--- config.mk ---
export PLATFORM = sky130hd
export DESIGN_NAME = scb_top
export DESIGN_NICKNAME = d
export VERILOG_FILES = /design/src/scb_pkg.sv /design/src/scb_clkdiv.sv /design/src/scb_sync.sv /design/src/scb_top.sv
export SDC_FILE = /design/constraint.sdc
export NUM_CORES = 1
export LEC_CHECK = 0
export ABC_AREA = 1
export BUFFER_PORTS_ARGS = -buffer_cell sky130_fd_sc_hd__clkbuf_2
export CELL_PAD_IN_SITES_DETAIL_PLACEMENT = 1
export CELL_PAD_IN_SITES_GLOBAL_PLACEMENT = 1
export CORE_UTILIZATION = 30
export DETAILED_ROUTE_END_ITERATION = 8
export PLACE_DENSITY = 0.63
export SLEW_MARGIN = 15
export SYNTH_ARGS = -nofsm -noshare
export SYNTH_HDL_FRONTEND = slang
export SYNTH_HIERARCHICAL = 1
export SYNTH_SLANG_ARGS = --single-unit
--- constraint.sdc ---
create_clock -name MCLK_I -period 1.8 [get_ports MCLK_I]
set_input_delay 0.36 -clock MCLK_I [delete_from_list [all_inputs] [get_ports MCLK_I]]
set_output_delay 0.36 -clock MCLK_I [all_outputs]
set_load 0.05 [all_outputs]
--- src/scb_pkg.sv ---
// Purpose: shared constants and types of the serial bus control block
// Assumes: 125 MHz system clock, 32-bit register bus
// Notes:   offsets are byte addresses of aligned words
`default_nettype none
package scb_pkg;
   // ======================================================
   // clock and link timing
   localparam int unsigned CLK_PERIOD_NS = 8;
   localparam int unsigned SCL_HALF_NS   = 1250;       // master half period
   localparam int unsigned SCL_HALF_CYC  = SCL_HALF_NS / CLK_PERIOD_NS;

   // ======================================================
   // register map
   localparam logic [11:0] OFS_CTRL_STAT = 12'h000;   // control write, status read
   localparam logic [11:0] OFS_IDLE_CTRL = 12'h004;
   localparam logic [11:0] OFS_DATA_BUF  = 12'h008;

   // ======================================================
   // control/status field positions
   localparam int unsigned BIT_MST  = 7;
   localparam int unsigned BIT_TRX  = 6;
   localparam int unsigned BIT_BB   = 5;
   localparam int unsigned BIT_PIN  = 4;
   localparam int unsigned BIT_MODE = 2;              // two bits, 3..2
   localparam int unsigned BIT_SWR  = 0;              // two bits, 1..0
   localparam int unsigned BIT_RUN_IDLE = 6;
   localparam logic [1:0] SWR_ARM_VAL  = 2'h2;
   localparam logic [1:0] SWR_FIRE_VAL = 2'h1;
   localparam logic [7:0] IDLE_FIXED_ONES = 8'hBE;    // bits 7 and 5..1
   localparam logic       PIN_RESET = 1'h1;

   // ======================================================
   // operating modes
   typedef enum logic [1:0] {
      MODE_PORT = 2'h0,
      MODE_SIO  = 2'h1,
      MODE_I2C  = 2'h2,
      MODE_RSVD = 2'h3
   } scb_mode_t;

   // master sequencer states
   typedef enum logic [2:0] {
      M_IDLE, M_START, M_LOW, M_HIGH, M_WAIT, M_STOP_A, M_STOP_B
   } scb_mstate_t;

   // open-drain pin carrier
   typedef struct packed {
      logic scl;
      logic sda;
   } scb_pins_t;

   // engine state of the top module
   typedef struct packed {
      logic        master_select;
      logic        transmit_select;
      logic        bb;
      logic        pin_n;
      logic        al;
      logic        address_match_flag;
      logic        general_call_flag;
      logic        last_bit_received;
      scb_mode_t   mode;
      logic        swr_arm;
      logic        run_idle;
      logic        idle_b0;
      logic [7:0]  tx_buf;
      logic [7:0]  rx_buf;
      logic [7:0]  shreg;
      logic [3:0]  bitcnt;
      logic        first_byte;
      logic        sda_low;
      logic        scl_low;
      logic        scl_prev;
      logic        sda_prev;
      scb_mstate_t mstate;
      logic [31:0] prdata;
   } scb_state_t;
endpackage : scb_pkg
`default_nettype wire

--- src/scb_clkdiv.sv ---
// Purpose: tick generator for the master serial clock half periods
// Assumes: restart held while the master is idle
// Notes:   one-cycle tick every HALF cycles
`default_nettype none
module scb_clkdiv #(
   parameter int unsigned HALF = 156
) (
   // clock and control
   input  wire logic clk_i,
   input  wire logic rst_b_i,
   input  wire logic ce_i,
   input  wire logic restart_i,
   // tick
   output logic      tick_o
);
   typedef struct packed {
      logic [15:0] cnt;
   } scb_div_st_t;

   scb_div_st_t st;
   scb_div_st_t next_st;

   // ======================================================
   // count down, reload on tick or restart
   always_comb begin
      next_st = st;
      if (restart_i || tick_o) begin
         next_st.cnt = 16'(HALF - 1);
      end else begin
         next_st.cnt = st.cnt - 16'h0001;
      end
   end

   always_ff @(posedge clk_i) begin
      if (!rst_b_i) begin
         st.cnt <= 16'(HALF - 1);
      end else if (ce_i) begin
         st <= next_st;
      end
   end

   assign tick_o = (st.cnt == 16'h0000) && !restart_i;
endmodule // scb_clkdiv
`default_nettype wire

--- src/scb_sync.sv ---
// Purpose: two-flop synchroniser for bus pins
// Assumes: inputs asynchronous to the system clock
// Notes:   first stage feeds only the second stage
`default_nettype none
module scb_sync #(
   parameter int unsigned W = 2
) (
   // clock and control
   input  wire logic         clk_i,
   input  wire logic         rst_b_i,
   input  wire logic         ce_i,
   // data
   input  wire logic [W-1:0] d_i,
   output logic      [W-1:0] q_o
);
   typedef struct packed {
      logic [W-1:0] q1;
      logic [W-1:0] q2;
   } scb_sync_st_t;

   scb_sync_st_t st;
   scb_sync_st_t next_st;

   // ======================================================
   // idle bus level is high, so reset to ones
   always_comb begin
      next_st.q1 = d_i;
      next_st.q2 = st.q1;
   end

   always_ff @(posedge clk_i) begin
      if (!rst_b_i) begin
         st <= '1;
      end else if (ce_i) begin
         st <= next_st;
      end
   end

   assign q_o = st.q2;
endmodule // scb_sync
`default_nettype wire

--- src/scb_top.sv ---
// Purpose: control, status, idle and data registers with a small bus engine
// Assumes: APB slave, zero wait states; pins are open drain
// Notes:
// Notes on behaviour
// - control write and status read share one address
// - bit7 master, bit6 transmit, bit5 one starts and zero stops
// - writing one to bit4 clears pending interrupt; zero does nothing
// - mode field 3..2: 00 port, 01 clocked serial, 10 bus mode
// - soft reset only after writing 10 then 01 to bits 1..0
// - status 7..5 show master, transmit and bus busy
// - status bit4 reads zero while interrupt pending, resets to one
// - status 3 arbitration lost, 2 address match, 1 general call
// - general call also sets the address match flag
// - status bit0 holds the last received bus bit
// - idle register bit6 picks stop or run during idle, resets zero
// - idle register bit7 and 5..1 read one; software writes bit0 zero
// - data buffer reads received byte and takes transmit byte
// - transmit sent msb first; received byte lands lsb last
// - data buffer write and read storage are separate
// - free bus, already in bus mode, plus write of 1111 to bits 7..4 starts and sends address
// - stop or arbitration loss clears master and transmit
`default_nettype none
module scb_top
   import scb_pkg::*;
#(
   parameter int unsigned HALF_CYC = SCL_HALF_CYC,
   parameter logic [6:0]  OWN_ADDR = 7'h2A    // arbitrary default slave address
) (
   // clock, reset, enable
   input  wire logic        MCLK_I,
   input  wire logic        RST_B_I,
   input  wire logic        CE_I,
   input  wire logic        IDLE_I,
   // register bus
   input  wire logic        PSEL_I,
   input  wire logic        PENABLE_I,
   input  wire logic        PWRITE_I,
   input  wire logic [11:0] PADDR_I,
   input  wire logic [31:0] PWDATA_I,
   output logic      [31:0] PRDATA_O,
   output logic             PREADY_O,
   output logic             PSLVERR_O,
   // serial bus pins
   input  wire logic        SCL_I,
   output logic             SCL_O,
   output logic             SCL_OE_O,
   input  wire logic        SDA_I,
   output logic             SDA_O,
   output logic             SDA_OE_O,
   // interrupt request level
   output logic             SERIAL_BUS_IRQ_O
);
   localparam scb_state_t ST_RESET = '{
      pin_n: PIN_RESET, mode: MODE_PORT, mstate: M_IDLE,
      scl_prev: 1'h1, sda_prev: 1'h1, default: '0};

   scb_state_t st;
   scb_state_t next_st;
   scb_pins_t  pins_raw;
   scb_pins_t  pins;
   logic       tick;
   logic       div_restart;
   logic       wr_acc;
   logic       rd_setup;
   logic       hit;
   logic       soft_rst;
   logic       run;
   logic       scl_rise;
   logic       scl_fall;
   logic       start_det;
   logic       stop_det;
   logic       byte_done;
   logic [7:0] status;
   logic [7:0] wd;

   // ======================================================
   // pin sampling and master clock ticks
   assign pins_raw = '{scl: SCL_I, sda: SDA_I};

   scb_sync #(.W(2)) scb_sync_inst (
      .clk_i   (MCLK_I),
      .rst_b_i (RST_B_I),
      .ce_i    (CE_I),
      .d_i     (pins_raw),
      .q_o     (pins)
   );

   assign div_restart = (st.mstate == M_IDLE) || (st.mstate == M_WAIT);

   scb_clkdiv #(.HALF(HALF_CYC)) scb_clkdiv_inst (
      .clk_i     (MCLK_I),
      .rst_b_i   (RST_B_I),
      .ce_i      (CE_I),
      .restart_i (div_restart),
      .tick_o    (tick)
   );

   // ======================================================
   // bus decode; every access completes in its access cycle
   assign wd       = PWDATA_I[7:0];
   assign wr_acc   = PSEL_I && PENABLE_I && PWRITE_I;
   assign rd_setup = PSEL_I && !PENABLE_I && !PWRITE_I;
   assign hit      = (PADDR_I == OFS_CTRL_STAT) || (PADDR_I == OFS_IDLE_CTRL)
                     || (PADDR_I == OFS_DATA_BUF);
   assign soft_rst = wr_acc && (PADDR_I == OFS_CTRL_STAT) && st.swr_arm
                     && (wd[BIT_SWR +: 2] == SWR_FIRE_VAL);
   // engine halts in idle unless told to run
   assign run      = !(IDLE_I && !st.run_idle);
   assign status   = {st.master_select, st.transmit_select, st.bb, st.pin_n,
                      st.al, st.address_match_flag, st.general_call_flag, st.last_bit_received};

   // bus events seen through the synchroniser
   assign scl_rise  = pins.scl && !st.scl_prev;
   assign scl_fall  = !pins.scl && st.scl_prev;
   assign start_det = pins.scl && st.scl_prev && st.sda_prev && !pins.sda;
   assign stop_det  = pins.scl && st.scl_prev && !st.sda_prev && pins.sda;
   assign byte_done = scl_rise && (st.bitcnt == 4'h8) && (st.mode == MODE_I2C);

   // ======================================================
   // next state
   always_comb begin
      next_st          = st;
      next_st.scl_prev = pins.scl;
      next_st.sda_prev = pins.sda;

      // read data registered in the setup cycle
      if (rd_setup) begin
         next_st.prdata = 32'h0000_0000;
         case (PADDR_I)
            OFS_CTRL_STAT: next_st.prdata[7:0] = status;
            OFS_IDLE_CTRL: next_st.prdata[7:0] = IDLE_FIXED_ONES
                              | {1'h0, st.run_idle, 5'h00, st.idle_b0};
            OFS_DATA_BUF:  next_st.prdata[7:0] = st.rx_buf;
            default:       next_st.prdata = 32'h0000_0000;
         endcase
      end

      // engine activity
      if (run && st.mode == MODE_I2C) begin
         if (start_det) begin
            next_st.bb         = 1'h1;
            next_st.bitcnt     = 4'h0;
            next_st.first_byte = 1'h1;
            next_st.address_match_flag        = 1'h0;
            next_st.general_call_flag        = 1'h0;
         end
         if (stop_det) begin
            next_st.bb     = 1'h0;
            next_st.master_select    = 1'h0;
            next_st.transmit_select    = 1'h0;
            next_st.mstate = M_IDLE;
            next_st.sda_low = 1'h0;
            next_st.scl_low = 1'h0;
         end
         // drive the next bit after the clock falls
         if (scl_fall && st.bb) begin
            if (st.bitcnt < 4'h8) begin
               next_st.sda_low = st.transmit_select && !st.shreg[7];
            end else begin
               next_st.sda_low = !st.transmit_select && (st.master_select || st.address_match_flag || st.first_byte);
            end
         end
         // sample on the rising clock
         if (scl_rise && st.bb) begin
            next_st.last_bit_received = pins.sda;
            if (st.bitcnt < 4'h8) begin
               next_st.shreg  = {st.shreg[6:0], pins.sda};
               next_st.bitcnt = st.bitcnt + 4'h1;
               if (st.master_select && st.transmit_select && !st.sda_low && !pins.sda && st.mstate == M_HIGH) begin
                  next_st.al      = 1'h1;
                  next_st.master_select     = 1'h0;
                  next_st.transmit_select     = 1'h0;
                  next_st.mstate  = M_IDLE;
                  next_st.sda_low = 1'h0;
                  next_st.scl_low = 1'h0;
               end
            end
         end
         if (byte_done) begin
            next_st.bitcnt     = 4'h0;
            next_st.rx_buf     = st.shreg;
            next_st.pin_n      = 1'h0;
            next_st.first_byte = 1'h0;
            if (st.first_byte && st.master_select && !pins.sda) begin
               next_st.transmit_select = !st.shreg[0];
            end
            if (st.first_byte && !st.master_select) begin
               if (st.shreg == 8'h00) begin
                  next_st.general_call_flag = 1'h1;
                  next_st.address_match_flag = 1'h1;
               end else if (st.shreg[7:1] == OWN_ADDR) begin
                  next_st.address_match_flag = 1'h1;
                  next_st.transmit_select = st.shreg[0];
               end
            end
            if (!st.transmit_select && !(st.first_byte && !st.master_select && st.shreg != 8'h00
                             && st.shreg[7:1] != OWN_ADDR)) begin
               next_st.scl_low = 1'h1;     // stretch until software services it
            end
         end

         // master sequencer
         case (st.mstate)
            M_IDLE: begin
            end
            M_START: if (tick) begin
               next_st.scl_low = 1'h1;
               next_st.mstate  = M_LOW;
            end
            M_LOW: if (tick) begin
               next_st.scl_low = 1'h0;
               next_st.mstate  = M_HIGH;
            end
            M_HIGH: if (tick && pins.scl) begin
               next_st.scl_low = 1'h1;
               next_st.mstate  = (st.bitcnt == 4'h0) ? M_WAIT : M_LOW;
            end
            M_WAIT: begin
            end
            M_STOP_A: if (tick) begin
               next_st.scl_low = 1'h0;
               next_st.mstate  = M_STOP_B;
            end
            M_STOP_B: if (tick) begin
               next_st.sda_low = 1'h0;
               next_st.mstate  = M_IDLE;
            end
            default: next_st.mstate = M_IDLE;
         endcase
      end

      // register writes; hardware sets of the interrupt and loss flags win over software clears
      if (wr_acc) begin
         case (PADDR_I)
            OFS_CTRL_STAT: begin
               next_st.master_select  = wd[BIT_MST];
               next_st.transmit_select  = wd[BIT_TRX];
               next_st.mode = scb_mode_t'(wd[BIT_MODE +: 2]);
               next_st.swr_arm = (wd[BIT_SWR +: 2] == SWR_ARM_VAL);
               if (wd[BIT_PIN] && !byte_done) begin
                  next_st.pin_n = 1'h1;
                  next_st.al    = next_st.al && !st.al;    // a loss in this cycle survives
                  if (st.mstate == M_WAIT) begin
                     next_st.mstate = M_LOW;
                  end
                  if (!st.master_select) begin
                     next_st.scl_low = 1'h0;
                  end
               end
               if (wd[BIT_MST] && wd[BIT_TRX] && wd[BIT_BB] && wd[BIT_PIN]
                   && !st.bb && st.mode == MODE_I2C) begin
                  next_st.shreg   = st.tx_buf;
                  next_st.sda_low = 1'h1;
                  next_st.mstate  = M_START;
               end else if (wd[BIT_MST] && !wd[BIT_BB] && st.master_select && st.bb) begin
                  next_st.sda_low = 1'h1;
                  next_st.scl_low = 1'h1;
                  next_st.mstate  = M_STOP_A;
               end
            end
            OFS_IDLE_CTRL: begin
               next_st.run_idle = wd[BIT_RUN_IDLE];
               next_st.idle_b0  = wd[0];
            end
            OFS_DATA_BUF: begin
               next_st.tx_buf = wd;
               next_st.shreg  = wd;
            end
            default: begin
            end
         endcase
      end

      // port mode releases the pins and parks the engine
      if (next_st.mode != MODE_I2C) begin
         next_st.sda_low = 1'h0;
         next_st.scl_low = 1'h0;
         next_st.mstate  = M_IDLE;
      end
      if (soft_rst) begin
         next_st          = ST_RESET;
         next_st.run_idle = st.run_idle;
         next_st.idle_b0  = st.idle_b0;
      end
   end

   // ======================================================
   // state register
   always_ff @(posedge MCLK_I) begin
      if (!RST_B_I) begin
         st <= ST_RESET;
      end else if (CE_I) begin
         st <= next_st;
      end
   end

   // ======================================================
   // outputs; open drain drives only low
   assign PRDATA_O         = st.prdata;
   assign PREADY_O         = 1'h1;
   assign PSLVERR_O        = PSEL_I && PENABLE_I && !hit;
   assign SCL_O            = 1'h0;
   assign SDA_O            = 1'h0;
   assign SCL_OE_O         = st.scl_low;
   assign SDA_OE_O         = st.sda_low;
   assign SERIAL_BUS_IRQ_O = !st.pin_n;

   // ======================================================
   // checks
   chk_read_status: assert property (@(posedge MCLK_I) disable iff (!RST_B_I || !CE_I)
      rd_setup && PADDR_I == OFS_CTRL_STAT |=> PRDATA_O == {24'h0, $past(status)})
      else $error("status read mismatch");
   chk_start_launch: assert property (@(posedge MCLK_I) disable iff (!RST_B_I || !CE_I)
      wr_acc && PADDR_I == OFS_CTRL_STAT && wd[7:4] == 4'hF && !st.bb
      && st.mode == MODE_I2C && wd[3:2] == 2'h2 && !soft_rst
      |=> st.mstate == M_START && SDA_OE_O)
      else $error("start not launched");
   chk_pin_zero: assert property (@(posedge MCLK_I) disable iff (!RST_B_I || !CE_I)
      wr_acc && PADDR_I == OFS_CTRL_STAT && !wd[BIT_PIN] && !soft_rst
      |=> !$rose(st.pin_n))
      else $error("pin cleared by zero write");
   chk_port_release: assert property (@(posedge MCLK_I) disable iff (!RST_B_I || !CE_I)
      st.mode != MODE_I2C |-> !SCL_OE_O && !SDA_OE_O)
      else $error("pins driven outside bus mode");
   chk_soft_reset: assert property (@(posedge MCLK_I) disable iff (!RST_B_I || !CE_I)
      soft_rst |=> st.pin_n && !st.bb && st.mode == MODE_PORT ##1 !st.swr_arm)
      else $error("soft reset incomplete");
   chk_stop_clear: assert property (@(posedge MCLK_I) disable iff (!RST_B_I || !CE_I)
      stop_det && run && st.mode == MODE_I2C && !wr_acc |=> !st.master_select && !st.transmit_select)
      else $error("stop did not clear role");
   chk_gc_match: assert property (@(posedge MCLK_I) disable iff (!RST_B_I || !CE_I)
      st.general_call_flag |-> st.address_match_flag)
      else $error("general call without match");
   chk_idle_ones: assert property (@(posedge MCLK_I) disable iff (!RST_B_I || !CE_I)
      rd_setup && PADDR_I == OFS_IDLE_CTRL
      |=> PRDATA_O[7] && PRDATA_O[5:1] == 5'h1F && PRDATA_O[6] == st.run_idle)
      else $error("idle register fixed bits wrong");
   chk_upper_zero: assert property (@(posedge MCLK_I) disable iff (!RST_B_I || !CE_I)
      PRDATA_O[31:8] == 24'h0)
      else $error("upper read bits not zero");
endmodule // scb_top
`default_nettype wire

==> run summary <==
MIN PATH
---------------------------------------------------------------------------------
End point of the worst hold path                                     scb_sync_inst/next_st[0]$_SDFFE_PN1P_
Worst Hold Launch                                                           SDA_I
Worst Hold Depth                                                                3
Hold Path Class                                                      input port to register

SETUP PATH
---------------------------------------------------------------------------------
Worst EP arrival                                                          2.17 ns
Delay of the slowest cell on the worst path                               0.33 ns
Nature of the critical path startpoint                                   register
Worst reg2reg path startpoint                                        scb_clkdiv_inst/st[0]$_SDFFE_PN1P_
Crit path max-delay family                                           simple AND/OR/NAND/NOR gates
Worst R2R Setup Slack                                                    -0.14 ns
Number of cell instances on the worst register-to-register path                13
Critical path data required time                                          2.03 ns
Number of buffer and inverter instances along the worst setup path              2
Crit-path slowest cell                                                    dfxtp_2
Critical path endpoint category                                          register
Dominant cell type by count on the critical path                            inv_2
Endpoint of the worst register-to-register path                      st[32]$_SDFFE_PN0P_
Type of the worst setup path                                         register to register
Max FO, Critical Path                                                           5
Series of cell instances along the critical path                     inv_2 > ha_4 > nand3_4 > nor2_4 > nand3_2 > nor3_4 > inv_2 > o21ai_2 > o221ai_1 > nand4_1 > nand3_1 > nand2_1 > a21oi_1

TIMING
---------------------------------------------------------------------------------
Unrepaired setup endpoints after global routing                               yes
Maximum frequency from static timing analysis                             517 MHz
Max_slew headroom                                                           67.3%
Final Cycle Share                                                            108%
Pins Over Slew Limit                                                            0
Final Hold Vio Count                                                            0
Setup Skew                                                             0.00733 ns
Final count of negative-setup-slack endpoints                                   5
Actual transition at the worst max-transition pin                        0.485 ns
Period minus WS final                                                     1.94 ns
Worst hold slack after final layout                                      0.229 ns
Setup slack of the critical path after layout                           -0.136 ns

SYNTH
---------------------------------------------------------------------------------
Fraction of synthesis flops using an asynchronous set or reset pin             0%
Count of synthesis-stage warnings from yosys                                    6
Number of storage elements in the synthesis netlist                            77
Syn Area/Cell                                                            6.41 um2
Register area share after synthesis                                         30.8%
Unique cell type count in the Yosys netlist                                    45
Synthesized netlist cell count                                                780
Synth Flop Type                                                           dfxtp_1
Post-synth EDFFs                                                                0
Post-synthesis cell area                                                 5000 um2

FINISH
---------------------------------------------------------------------------------
Most frequent cells in the layout                                    nand2_1 (171), buf_4 (92), inv_1 (76), dfxtp_1 (74), nor2_1 (71)
Share of the core filled with cells in the final layout                     40.5%
Antenna diode count                                                             0
Fraction of final layout cells sized beyond drive strength 1                27.6%
Layout overhead on the synthesized area                                     30.0%
Nets@finish                                                                   955
Filler Cells Inserted                                                       2,090
Most common cell after layout, fill and taps aside                        nand2_1

OUTCOME
---------------------------------------------------------------------------------
Violated checks                                                      setup timing
Status                                                               finished, violations left

GLOBAL ROUTING
---------------------------------------------------------------------------------
Global routing usage summed across all routing layers                       21.8%
Number of antenna violations at the first check in global routing               0
Vias in the first global route                                              5,588
Wire length of the first global-routing pass                              28.5 mm
Pin count of the biggest net entering global routing                           49
Global route total overflow                                                     0

PLACE
---------------------------------------------------------------------------------
Last weighted congestion value of the routability-driven placer             0.923
Buffers added on ports                                                         40
Post-detailed-placement half-perimeter wirelength                         13.8 mm

POWER
---------------------------------------------------------------------------------
Power per cell area                                                    617 nW/um2
Post-layout power                                                       0.00401 W
Largest vdd supply drop                                                0.000409 V
Static power due to leakage                                               2.84 nW

FLOORPLANNING
---------------------------------------------------------------------------------
I/O pin total                                                                  92
Die Area                                                               17,200 um2
Die span in y                                                              131 um
Initial cell density of the core                                            31.1%
Die width                                                                  131 um
Core box area                                                          16,100 um2
Std-Cell Rows                                                                  46

ROUTE
---------------------------------------------------------------------------------
Average detailed-routed wire length per instance                          16.0 um
Router iterations before antenna repair                                         5
Vias after detailed routing                                                 5,419
WL final                                                                  17.9 mm
Residual DRC                                                                    0
Post-detailed-route count of antenna-violating nets                             0
Violation count after the first detailed-route iteration                      273
Average via count per standard cell                                          4.84

CTS
---------------------------------------------------------------------------------
Buffers from clock root to sink, at most                                        2
Clock transition at the registers of the reported paths                   0.06 ns
CTS tree                                                                      yes
Hold-fix buffers at CTS                                                         0
Number of clock buffers inserted by TritonCTS                                   9
H-tree levels                                                                   3
TritonCTS sink count                                                           77
Clk root buf                                                            clkbuf_16
Clock insertion delay at the later pin of the skew report                 0.35 ns

RUN
---------------------------------------------------------------------------------
Number of max-cap violations                                                    0

layout make-up:
| class | instances | area (um2) | area share [%] |
|---|---|---|---|
| multi-input cells | 580 | 3020 | 46.5 |
| repair buffers | 139 | 1010 | 15.6 |
| clock inverters | 4 | 47.5 | 0.732 |
| inverters | 92 | 348 | 5.35 |
| well taps | 216 | 270 | 4.16 |
| clock buffers | 11 | 253 | 3.89 |
| flip-flops and latches | 77 | 1550 | 23.8 |
cells in the mapped netlist (all sizes together), types with 6 or more instances:
library cell	instances	area, um2
a21oi	71	374
buf	45	345
clkbuf	11	42.5
dfxtp	77	1540
inv	89	334
nand2	189	744
nand3	72	378
nand4	11	75.1
nor2	103	472
nor3	15	96.4
o211ai	7	52.6
o21ai	59	307
xor2	6	52.6
kinds of logic after synthesis:
| logic type | Yosys count | share of synthesized area (%) |
|---|---|---|
| buffers and inverters | 148 | 14.7 |
| adders and majority gates | 3 | 0.751 |
| AOI/OAI and AO/OA | 150 | 16.6 |
| xor gates and xnor gates | 7 | 1.23 |
| other | 2 | 0.150 |
| DFF | 77 | 30.8 |
| and+or+nand+nor | 393 | 35.7 |
metrics by stage:
stage	area [um2]	setup WS [ns]	setup TNS, ns	std cells
final	6500	-0.136	-0.471	1119
after floorplan	5130	0.00269	0	805
after global routing	6500	-0.260	-1.22	1119
after detailed placement	5890	-0.270	-8.45	1089
after global placement	5890	-0.178	-2.67	1089
after CTS	6320	-0.138	-0.997	1113
per-layer routing:
metal	share of wire (%)	wire length, um	GRT usage (%)
met2	50	8890	37.8
met3	3.2	567	3.61
met4	1.9	347	7.51
met5	0	0	0
met1	45	8070	27.3
worst min-delay path, delay by kind of cell:
kind,cells,cell delay [ns]
AND/OR/NAND/NOR,2,0.12
buffers and inverters,1,0.08
how the worst max path moves through the flow:
stage	startpoint	end	slack [ns]	depth (start not counted)
2_1_floorplan	scb_clkdiv_inst/st[1]$_SDFFE_PN1P_	st[34]$_SDFFE_PN0P_	0.003	15
4_1_cts	scb_clkdiv_inst/st[1]$_SDFFE_PN1P_	st[32]$_SDFFE_PN0P_	-0.14	13
3_5_place_dp	PADDR_I[7]	st[47]$_SDFFE_PN0P_	-0.27	11
5_1_grt	scb_clkdiv_inst/st[0]$_SDFFE_PN1P_	SCL_OE_O$_SDFFE_PN0P_	-0.26	15
6_report	scb_clkdiv_inst/st[0]$_SDFFE_PN1P_	st[32]$_SDFFE_PN0P_	-0.14	13
3_3_place_gp	scb_clkdiv_inst/st[1]$_SDFFE_PN1P_	st[34]$_SDFFE_PN0P_	-0.18	15
repair_timing:
item,in CTS,in global routing
resized for setup,21,35
buffers inserted,9,9
setup endpoints to repair,7,36
pin swaps,11,18
power breakdown:
part	total, W	switching, W	leakage (nW)	internal (W)
Combinational	0.000394	0.000298	2.08	0.0000961
Sequential	0.00173	0.0000116	0.621	0.00171
Clock	0.00189	0.000751	0.147	0.00114
Total	0.00401	0.00106	2.84	0.00295
state kept, by name, indices dropped and copies added (netlist names):
signal                 flops
PRDATA_O                   8
st                        47
scb_sync_inst/next_st      2
scb_clkdiv_inst/st        16
SDA_OE_O                   1
SCL_OE_O                   1
scb_sync_inst/q_o          2
Note: power is estimated with default switching activity, not from simulation.
